**config.mk**
```make
export PLATFORM = sky130hd
export DESIGN_NAME = adc_seq_timing
export DESIGN_NICKNAME = d
export VERILOG_FILES = /design/src/core/adc_seq_pkg.sv /design/src/core/adc_seq_timing.sv
export VERILOG_INCLUDE_DIRS = /design/src /design/src/core
export SDC_FILE = /design/constraint.sdc
export NUM_CORES = 1
export LEC_CHECK = 0
export BUFFER_PORTS_ARGS = -buffer_cell sky130_fd_sc_hd__clkbuf_2
export CELL_PAD_IN_SITES_DETAIL_PLACEMENT = 0
export CELL_PAD_IN_SITES_GLOBAL_PLACEMENT = 1
export CORE_MARGIN = 2
export CORE_UTILIZATION = 40
export CTS_BUF_LIST = sky130_fd_sc_hd__clkbuf_8
export DETAILED_ROUTE_END_ITERATION = 10
export PLACE_DENSITY = 0.83
export SLEW_MARGIN = 40
export SYNTH_ARGS = -nofsm -noshare
export SYNTH_HDL_FRONTEND = slang
export SYNTH_SLANG_ARGS = --single-unit
export TNS_END_PERCENT = 1
```
**constraint.sdc**
```tcl
create_clock -name CLK_SYS_I -period 2.2 [get_ports CLK_SYS_I]
set_input_delay 0 -clock CLK_SYS_I [delete_from_list [all_inputs] [get_ports CLK_SYS_I]]
set_output_delay 0 -clock CLK_SYS_I [all_outputs]
set_load 0.01 [all_outputs]
```
**src/core/adc_seq_consts.svh**
```systemverilog
// constants for the conversion sequence timing control block
//------------------------------------------------------------
// What this block does
// length codes 1..9 direct, others give ten
// breakpoint halt: continue, finish-then-halt, immediate
// timing register write aborts running sequence
// conversion clock is bus over 2*(prescale+1)
// sample length code selects 4..24 cycles
// sequence length resets to four conversions
// sequence length sits in format bits 6..3
// halt select sits in format bits 1..0
// sample phase counted in conversion clocks first
//------------------------------------------------------------
`ifndef ADC_SEQ_CONSTS_SVH
`define ADC_SEQ_CONSTS_SVH
`define OFS_FORMAT_CTRL 32'h0000_0003
`define OFS_TIMING_CTRL 32'h0000_0004
`define OFS_START_CTRL 32'h0000_0005
`define OFS_STATUS 32'h0000_0006
`define FORMAT_RESET 8'h20
`define TIMING_RESET 8'h05
`define LEN_LSB 3
`define LEN_MSB 6
`define HALT_LSB 0
`define HALT_MSB 1
`define PRS_LSB 0
`define PRS_MSB 4
`define SMP_LSB 5
`define SMP_MSB 7
`define MAX_CONV 4'h0
`define TEN_CONV 4'ha
`define CONV_CYCLES 5'h0a
`define SMP_CYC_0 5'h04
`define SMP_CYC_1 5'h06
`define SMP_CYC_2 5'h08
`define SMP_CYC_3 5'h0a
`define SMP_CYC_4 5'h0c
`define SMP_CYC_5 5'h10
`define SMP_CYC_6 5'h14
`define SMP_CYC_7 5'h18
`endif

```
**src/core/adc_seq_pkg.sv**
```systemverilog
// types shared by the conversion sequence timing block
package adc_seq_pkg;
   typedef enum logic [1:0] {ST_IDLE, ST_SAMPLE, ST_CONVERT, ST_HALTED} seq_state_t;
   typedef enum logic [1:0] {HALT_CONTINUE, HALT_RESERVED, HALT_FINISH, HALT_NOW} halt_mode_t;
endpackage : adc_seq_pkg

```
**src/core/adc_seq_timing.sv**
```systemverilog
// conversion sequence timing control with axi4-lite registers
`timescale 1ns/1ps
`default_nettype none
`include "adc_seq_consts.svh"
module adc_seq_timing
   import adc_seq_pkg::*;
#(
   parameter int ADDR_W = 8
) (
   input wire logic CLK_SYS_I,
   input wire logic RSTN_I,
   input wire logic BREAKPOINT_I,
   input wire logic [ADDR_W-1:0] S_AXI_AWADDR_I,
   input wire logic S_AXI_AWVALID_I,
   output logic S_AXI_AWREADY_O,
   input wire logic [31:0] S_AXI_WDATA_I,
   input wire logic [3:0] S_AXI_WSTRB_I,
   input wire logic S_AXI_WVALID_I,
   output logic S_AXI_WREADY_O,
   output logic [1:0] S_AXI_BRESP_O,
   output logic S_AXI_BVALID_O,
   input wire logic S_AXI_BREADY_I,
   input wire logic [ADDR_W-1:0] S_AXI_ARADDR_I,
   input wire logic S_AXI_ARVALID_I,
   output logic S_AXI_ARREADY_O,
   output logic [31:0] S_AXI_RDATA_O,
   output logic [1:0] S_AXI_RRESP_O,
   output logic S_AXI_RVALID_O,
   input wire logic S_AXI_RREADY_I,
   output logic CONV_CLK_O,
   output logic SAMPLE_O,
   output logic CONVERT_O,
   output logic SEQ_BUSY_O,
   output logic SEQ_DONE_O,
   output logic [3:0] CONV_INDEX_O
);
   // refuse address widths the word decode cannot serve
   if (ADDR_W < 3 || ADDR_W > 32) begin : addr_w_check_g
      $error("ADDR_W out of range");
   end

   //------------------------------------------------------------
   // reset release
   //------------------------------------------------------------
   logic rst_meta_reg;
   logic rst_n_reg;
   always_ff @(posedge CLK_SYS_I or negedge RSTN_I) begin
      if (!RSTN_I) begin
         rst_meta_reg <= 1'b0;
         rst_n_reg <= 1'b0;
      end else begin
         rst_meta_reg <= 1'b1;
         rst_n_reg <= rst_meta_reg;
      end
   end

   //------------------------------------------------------------
   // axi4-lite write path
   //------------------------------------------------------------
   logic aw_have_reg;
   logic w_have_reg;
   logic [ADDR_W-1:0] aw_addr_reg;
   logic [31:0] w_data_reg;
   logic w_strb0_reg;
   logic bvalid_reg;
   logic bresp_err_reg;
   logic wr_fire;
   logic [31:0] wr_addr;
   assign S_AXI_AWREADY_O = !aw_have_reg && !bvalid_reg;
   assign S_AXI_WREADY_O = !w_have_reg && !bvalid_reg;
   assign wr_fire = aw_have_reg && w_have_reg && !bvalid_reg;
   assign wr_addr = 32'(aw_addr_reg);
   always_ff @(posedge CLK_SYS_I or negedge rst_n_reg) begin
      if (!rst_n_reg) begin
         aw_have_reg <= 1'b0;
         w_have_reg <= 1'b0;
         aw_addr_reg <= '0;
         w_data_reg <= 32'h0000_0000;
         w_strb0_reg <= 1'b0;
         bvalid_reg <= 1'b0;
         bresp_err_reg <= 1'b0;
      end else begin
         if (S_AXI_AWVALID_I && S_AXI_AWREADY_O) begin
            aw_have_reg <= 1'b1;
            aw_addr_reg <= S_AXI_AWADDR_I;
         end
         if (S_AXI_WVALID_I && S_AXI_WREADY_O) begin
            w_have_reg <= 1'b1;
            w_data_reg <= S_AXI_WDATA_I;
            w_strb0_reg <= S_AXI_WSTRB_I[0];
         end
         if (wr_fire) begin
            aw_have_reg <= 1'b0;
            w_have_reg <= 1'b0;
            bvalid_reg <= 1'b1;
            // format, timing, start and status answer okay, all else an error
            bresp_err_reg <= wr_addr[31:2] < 30'(`OFS_FORMAT_CTRL)
               || wr_addr[31:2] > 30'(`OFS_STATUS);
         end else if (bvalid_reg && S_AXI_BREADY_I) begin
            bvalid_reg <= 1'b0;
         end
      end
   end
   assign S_AXI_BVALID_O = bvalid_reg;
   assign S_AXI_BRESP_O = bresp_err_reg ? 2'b10 : 2'b00;

   //------------------------------------------------------------
   // registers, indexed: byte address is four times the offset
   //------------------------------------------------------------
   logic [7:0] format_reg;
   logic [7:0] timing_reg;
   logic start_pulse;
   logic abort_pulse;
   logic wr_format;
   logic wr_timing;
   assign wr_format = wr_fire && w_strb0_reg && wr_addr[31:2] == 30'(`OFS_FORMAT_CTRL);
   assign wr_timing = wr_fire && w_strb0_reg && wr_addr[31:2] == 30'(`OFS_TIMING_CTRL);
   assign start_pulse = wr_fire && w_strb0_reg && wr_addr[31:2] == 30'(`OFS_START_CTRL);
   assign abort_pulse = wr_timing || wr_format || start_pulse;
   always_ff @(posedge CLK_SYS_I or negedge rst_n_reg) begin
      if (!rst_n_reg) begin
         format_reg <= `FORMAT_RESET;
         timing_reg <= `TIMING_RESET;
      end else begin
         if (wr_format) format_reg <= w_data_reg[7:0];
         if (wr_timing) timing_reg <= w_data_reg[7:0];
      end
   end

   //------------------------------------------------------------
   // field decode
   //------------------------------------------------------------
   logic [3:0] len_code;
   logic [3:0] seq_len;
   halt_mode_t halt_mode;
   logic [4:0] prs;
   logic [4:0] smp_cycles;
   assign len_code = format_reg[`LEN_MSB:`LEN_LSB];
   assign halt_mode = halt_mode_t'(format_reg[`HALT_MSB:`HALT_LSB]);
   assign prs = timing_reg[`PRS_MSB:`PRS_LSB];
   // codes 1..9 are the count, the rest ten
   assign seq_len = (len_code == `MAX_CONV || len_code > 4'h9) ? `TEN_CONV : len_code;
   always_comb begin
      case (timing_reg[`SMP_MSB:`SMP_LSB])
         3'h0: smp_cycles = `SMP_CYC_0;
         3'h1: smp_cycles = `SMP_CYC_1;
         3'h2: smp_cycles = `SMP_CYC_2;
         3'h3: smp_cycles = `SMP_CYC_3;
         3'h4: smp_cycles = `SMP_CYC_4;
         3'h5: smp_cycles = `SMP_CYC_5;
         3'h6: smp_cycles = `SMP_CYC_6;
         default: smp_cycles = `SMP_CYC_7;
      endcase
   end

   //------------------------------------------------------------
   // prescaler: half period of prs+1 bus clocks
   //------------------------------------------------------------
   logic [4:0] div_cnt_reg;
   logic conv_clk_reg;
   logic tick;
   logic freeze;
   assign tick = div_cnt_reg >= prs && !conv_clk_reg && !freeze; // rising edge of conversion clock
   always_ff @(posedge CLK_SYS_I or negedge rst_n_reg) begin
      if (!rst_n_reg) begin
         div_cnt_reg <= 5'h00;
         conv_clk_reg <= 1'b0;
      end else if (abort_pulse) begin
         div_cnt_reg <= 5'h00;
         conv_clk_reg <= 1'b0;
      end else if (!freeze) begin
         if (div_cnt_reg >= prs) begin
            div_cnt_reg <= 5'h00;
            conv_clk_reg <= !conv_clk_reg;
         end else begin
            div_cnt_reg <= div_cnt_reg + 5'h01;
         end
      end
   end
   assign CONV_CLK_O = conv_clk_reg;

   //------------------------------------------------------------
   // sequencer
   //------------------------------------------------------------
   seq_state_t state_reg;
   logic [4:0] phase_cnt_reg;
   logic [3:0] conv_idx_reg;
   logic done_reg;
   // immediate freeze stops the prescaler and sequencer while the breakpoint is high; a format, timing or start write still aborts
   assign freeze = BREAKPOINT_I && halt_mode == HALT_NOW;
   always_ff @(posedge CLK_SYS_I or negedge rst_n_reg) begin
      if (!rst_n_reg) begin
         state_reg <= ST_IDLE;
         phase_cnt_reg <= 5'h00;
         conv_idx_reg <= 4'h0;
         done_reg <= 1'b0;
      end else begin
         done_reg <= 1'b0;
         if (start_pulse) begin
            state_reg <= ST_SAMPLE;
            phase_cnt_reg <= 5'h00;
            conv_idx_reg <= 4'h0;
         end else if (abort_pulse) begin
            state_reg <= ST_IDLE;
            phase_cnt_reg <= 5'h00;
            conv_idx_reg <= 4'h0;
         end else begin
            case (state_reg)
               ST_SAMPLE: begin
                  if (tick) begin
                     if (phase_cnt_reg == smp_cycles - 5'h01) begin
                        state_reg <= ST_CONVERT;
                        phase_cnt_reg <= 5'h00;
                     end else begin
                        phase_cnt_reg <= phase_cnt_reg + 5'h01;
                     end
                  end
               end
               ST_CONVERT: begin
                  if (tick) begin
                     if (phase_cnt_reg == `CONV_CYCLES - 5'h01) begin
                        phase_cnt_reg <= 5'h00;
                        if (conv_idx_reg == seq_len - 4'h1) begin
                           state_reg <= ST_IDLE;
                           done_reg <= 1'b1;
                           conv_idx_reg <= 4'h0;
                        end else begin
                           conv_idx_reg <= conv_idx_reg + 4'h1;
                           // finish-then-halt stops after this conversion
                           state_reg <= (BREAKPOINT_I && halt_mode == HALT_FINISH)
                              ? ST_HALTED : ST_SAMPLE;
                        end
                     end else begin
                        phase_cnt_reg <= phase_cnt_reg + 5'h01;
                     end
                  end
               end
               ST_HALTED: begin
                  if (!(BREAKPOINT_I && halt_mode == HALT_FINISH)) state_reg <= ST_SAMPLE;
               end
               default: state_reg <= ST_IDLE;
            endcase
         end
      end
   end
   assign SAMPLE_O = state_reg == ST_SAMPLE;
   assign CONVERT_O = state_reg == ST_CONVERT;
   assign SEQ_BUSY_O = state_reg != ST_IDLE;
   assign SEQ_DONE_O = done_reg;
   assign CONV_INDEX_O = conv_idx_reg;

   //------------------------------------------------------------
   // axi4-lite read path
   //------------------------------------------------------------
   logic rvalid_reg;
   logic [31:0] rdata_reg;
   logic rresp_err_reg;
   logic [31:0] rd_addr;
   assign rd_addr = 32'(S_AXI_ARADDR_I);
   assign S_AXI_ARREADY_O = !rvalid_reg;
   always_ff @(posedge CLK_SYS_I or negedge rst_n_reg) begin
      if (!rst_n_reg) begin
         rvalid_reg <= 1'b0;
         rdata_reg <= 32'h0000_0000;
         rresp_err_reg <= 1'b0;
      end else if (S_AXI_ARVALID_I && !rvalid_reg) begin
         rvalid_reg <= 1'b1;
         rresp_err_reg <= 1'b0;
         if (rd_addr[31:2] == 30'(`OFS_FORMAT_CTRL)) begin
            rdata_reg <= {24'h00_0000, format_reg};
         end else if (rd_addr[31:2] == 30'(`OFS_TIMING_CTRL)) begin
            rdata_reg <= {24'h00_0000, timing_reg};
         end else if (rd_addr[31:2] == 30'(`OFS_START_CTRL)) begin
            rdata_reg <= 32'h0000_0000;
         end else if (rd_addr[31:2] == 30'(`OFS_STATUS)) begin
            rdata_reg <= {22'h0, state_reg, conv_idx_reg, seq_len};
         end else begin
            rdata_reg <= 32'h0000_0000;
            rresp_err_reg <= 1'b1;
         end
      end else if (rvalid_reg && S_AXI_RREADY_I) begin
         rvalid_reg <= 1'b0;
      end
   end
   assign S_AXI_RVALID_O = rvalid_reg;
   assign S_AXI_RDATA_O = rdata_reg;
   assign S_AXI_RRESP_O = rresp_err_reg ? 2'b10 : 2'b00;

   //------------------------------------------------------------
   // checks
   //------------------------------------------------------------
   timing_abort_a: assert property (@(posedge CLK_SYS_I) disable iff (!rst_n_reg)
      wr_timing |=> state_reg == ST_IDLE) else $error("timing write did not abort");
   reset_len_a: assert property (@(posedge CLK_SYS_I) disable iff (!rst_n_reg)
      $rose(rst_n_reg) |-> seq_len == 4'h4) else $error("reset length not four");
   len_decode_a: assert property (@(posedge CLK_SYS_I) disable iff (!rst_n_reg)
      seq_len == ((len_code >= 4'h1 && len_code <= 4'h9) ? len_code : 4'ha))
      else $error("length decode wrong");
   half_period_a: assert property (@(posedge CLK_SYS_I) disable iff (!rst_n_reg)
      $rose(conv_clk_reg) && !abort_pulse && prs == 5'h00 && !freeze |=> !conv_clk_reg)
      else $error("prescale zero half period wrong");
   freeze_hold_a: assert property (@(posedge CLK_SYS_I) disable iff (!rst_n_reg)
      freeze && !abort_pulse |=> $stable(conv_clk_reg)) else $error("clock moved in freeze");
   smp_four_a: assert property (@(posedge CLK_SYS_I) disable iff (!rst_n_reg)
      timing_reg[7:5] == 3'h0 |-> smp_cycles == 5'h04) else $error("sample code zero");
   sample_end_a: assert property (@(posedge CLK_SYS_I) disable iff (!rst_n_reg)
      $rose(state_reg == ST_CONVERT) |-> $past(state_reg) == ST_SAMPLE && $past(tick)
      && $past(phase_cnt_reg) == smp_cycles - 5'h01)
      else $error("convert entered before sample count ended");
   sample_len_a: assert property (@(posedge CLK_SYS_I) disable iff (!rst_n_reg)
      state_reg == ST_SAMPLE && tick && phase_cnt_reg != smp_cycles - 5'h01 && !abort_pulse
      |=> state_reg == ST_SAMPLE) else $error("sample phase cut short");
   start_cov_c: cover property (@(posedge CLK_SYS_I) disable iff (!rst_n_reg) start_pulse);
   done_cov_c: cover property (@(posedge CLK_SYS_I) disable iff (!rst_n_reg) done_reg);
   halt_cov_c: cover property (@(posedge CLK_SYS_I) disable iff (!rst_n_reg) state_reg == ST_HALTED);
endmodule : adc_seq_timing
`default_nettype wire

```
==> results.md <==
- Status: finished, violations left
- Failing checks: setup timing
- Clock network fraction of total power: 18.0%
- Worst Setup End Kind: register
- Worst-Skew Late Latency: 0.35 ns
- First-pass GRT wire length: 14.14 mm
- Post-synthesis instance total: 350
- Syn Std Cell Area: 3694 um2
- Final setup margin: -0.3149 ns
- Total Nets Final: 558
- Combinational Power Share: between 40% and 50%
- Register share of total power: ~33%
- TritonCTS clock tree: yes
- Post-CTS Setup Bufs: 0
- Initial core utilization: 40.55%
- Place WS: -0.3451 ns
- Die area: 10,020 um2
- Clock buffer depth: 2
- Cts bufs inserted: 9
- Aggregate global routing overflow: 0
- Synth cell types: between 50 and 60
- PwrDens: 1212 nW/um2
- CP max FO: 4
- Clk_skew: approximately 0.0089 ns
- DRC errors left: 0
- Lkg Pwr: 2.378 nW
- # diodes: 0
- Worst VDD drop: 641.6 uV
- Syn_area_per_cell: ~11 um2
- Cells on worst reg2reg path: 9
- RSZ-0062 raised after global routing: true
- Area Growth Syn to Fin: 33.23%
- Avg WL per Cell: 13.98 um
- Post-DRT Antenna Nets: 0
- Site row count: 35
- Setup Crit Path Kind: register to register
- Final Hold Viols: 0
- Period utilisation layout: 114.3%
- Share of layout cells above drive strength 1: 37.37%
- Top_reg_cell synth: dfrtp_1
- Initial detailed-routing violation count: 146
- Port bufs: 54
- Clock sinks: 67
- Vias per inst: 5.023
- EDFF count, synth: 0
- Net Sw Frac: a little over a third
- Vias: 3,004
- Worst Setup Start Kind: register
- Worst-margin pin slew: between 0.5 and 0.6 ns
- Setup violations, final: 10
- Final hold slack: around 0.076 ns
- Hold Path Class: input pin to register
- Data required time of the worst path: 2.44 ns
- FMAX: ~400 MHz
- Clk root buf: clkbuf_8
- H-tree levels: 3
- Minimum clock period: 2.515 ns
- Arrival @ worst endpoint: roughly 2.8 ns
- Tot Pwr: 0.005966 W
- GRT Util Overall: 17.98%
- Max-Cap Viols: 0
- RD Place Congestion: 0.8423
- Final WL: about 8.4 mm
- Die width: 100.1 um
- DP HPWL: 6.182 mm
- Initial antenna violation count: 0
- Clock-pin transition on the worst setup and hold timing paths: 0.08 ns
- Area of the core: around 9100 um2
- Worst hold stages: 5
- Largest net degree at the start of global routing: 66
- NetSw: around 0.0022 W
- Final Max Slew Viols: 0
- I/O Pins: 110
- Chip Height: roughly 100 um
- Rel. slew slack: 61.71%
- Fill cells: 797
- Internal power: between 0.003 and 0.004 W
- Post-synthesis sequential area ratio: 45.49%
- Synth Register Bits: 67
- YS warnings: 0
- Synth async-reset ratio: between 90% and 100%
- Max reg flops: 10
- Number of global-route vias before repair: a little under 3,000
- Pre-antenna DRT Iters: 5
## placed cells by master, fill, tap and decap left out, types with 3 or more instances in the layout
cell type | Yosys | final
o21ai_2 | 2 | 3
inv_1 | 12 | 11
clkbuf_8 | 0 | 9
ha_4 | 0 | 3
clkbuf_2 | 0 | 54
ha_1 | 16 | 13
o21ai_0 | 18 | 16
nor3_1 | 8 | 7
dfstp_2 | 3 | 3
a21oi_1 | 12 | 12
dfrtp_1 | 64 | 62
xnor2_1 | 5 | 4
conb_1 | 2 | 25
or3_1 | 4 | 4
a222oi_1 | 6 | 6
a31oi_1 | 5 | 4
nand3_1 | 12 | 12
nor2_1 | 16 | 16
nand2_1 | 32 | 32
mux2_2 | 32 | 31
nand2b_1 | 5 | 5
dlygate4sd3_1 | 0 | 24
and2_1 | 4 | 3
xor2_1 | 5 | 5
nor2b_1 | 5 | 5
buf_4 | 26 | 54
inv_6 | 0 | 4
## final cells by class
type,count,area (um2),area share [%]
multi-input combinational,258,1902,38.65
inverter,12,45.04,0.9153
sequential,67,1683,34.20
clock buffer,9,123.9,2.517
clock inverter,7,81.33,1.653
timing repair buffer,134,947.2,19.25
tap,111,138.9,2.822
## through the flow
step,std cells,instance area (um2),TNS [ns],util (%)
after floorplan,373,3796,-1.445,-
after global placement,558,4405,-1.692,48.37
after detailed placement,558,4405,-2.111,48.37
after CTS,598,4876,-1.190,53.53
after global routing,598,4921,-2.578,54.02
final,598,4921,-1.335,54.02
## path summary, 6_finish.rpt
kind	startpoint	end	slack [ns]
worst max-delay path	timing_reg[7]	state_reg[1]	-0.31
worst min-delay path	BREAKPOINT_I	state_reg[1]	0.08
worst max register to register	timing_reg[7]	state_reg[1]	-0.31
worst min register to register	rst_n_reg	div_cnt_reg[2]	0.27
max in group asynchronous	RSTN_I	rst_n_reg	1.56
min in group asynchronous	rst_n_reg	div_cnt_reg[2]	0.27
## routing by layer
layer	track usage, %	vias up	routed length (um)
met2	30.67	91	4067
li1	-	1470	-
met4	6.006	0	55
met1	23.09	1437	3836
met3	3.343	6	398
met5	0	-	0
## cell usage after synthesis (all sizes together), types with 2 or more instances
cell type   n  area share [%]
nand2b      5            0.85
nor3        8             1.1
nand3b      2            0.41
and3b       2            0.47
mux2i       2            0.54
conb        2            0.20
a21o        2            0.41
or4         2            0.41
xnor2       5             1.2
clkbuf      9            0.91
ha         16             5.4
nor4bb      2            0.54
a21boi      2            0.41
o21ai      20             2.9
and2        4            0.68
a31oi       5            0.85
nand3      12             1.6
a221oi      2            0.95
and4b       2            0.54
a222oi      6             1.6
or3         4            0.68
a21oi      13             1.9
mux2       32             9.8
and3        2            0.47
a32o        2            0.54
nor3b       2            0.41
nor2       16             1.6
nor2b       5            0.85
xor2        5             1.2
dfrtp      64              43
a211oi      2            0.41
o21a        2            0.41
dfstp       3             2.1
inv        12             1.2
nand2      32             3.3
buf        27             5.4
## power by group through the flow
stage	sequential [W]	combinational, W	clock, W
global route	0.00202	0.00322	0.00116
detailed placement	0.00198	0.00278	0
CTS	0.00196	0.00288	0.00111
global placement	0.00195	0.00268	0
floorplan	0.00199	0.00168	0
finish	0.00196	0.00293	0.00108
## worst max-delay path: stages (launching register included)
cell      delay, ns
dfrtp_1        0.42
mux2_4         0.32
ha_4           0.15
xor3_1         0.22
mux2i_1        0.20
a21oi_1        0.10
or3b_4         0.38
a221oi_4       0.27
mux2i_1        0.26
a21oi_2        0.07
## timing repair
action | in CTS | in global routing
resized for setup | 9 | 7
pin swaps | 7 | 2
cloned | 0 | 0
hold buffers | 24 | 0
endpoints found under the hold margin | 22 | 0
endpoints found under the setup margin | 12 | 14
## cells by family (layout without fill, tap and decap cells)
kind of cell    after synthesis  in the layout  share of synthesized area [%]
compound gates               67             67                          12.94
xor+xnor                     11             11                          3.015
other cells                   2             25                         0.2033
flops                        67             67                          45.49
mux                          34             34                          10.30
fa+ha+maj                    16             16                          5.420
buf+inv                      48            162                          7.554
simple gates                105            105                          15.07
Note: power is estimated with default switching activity, not from simulation.
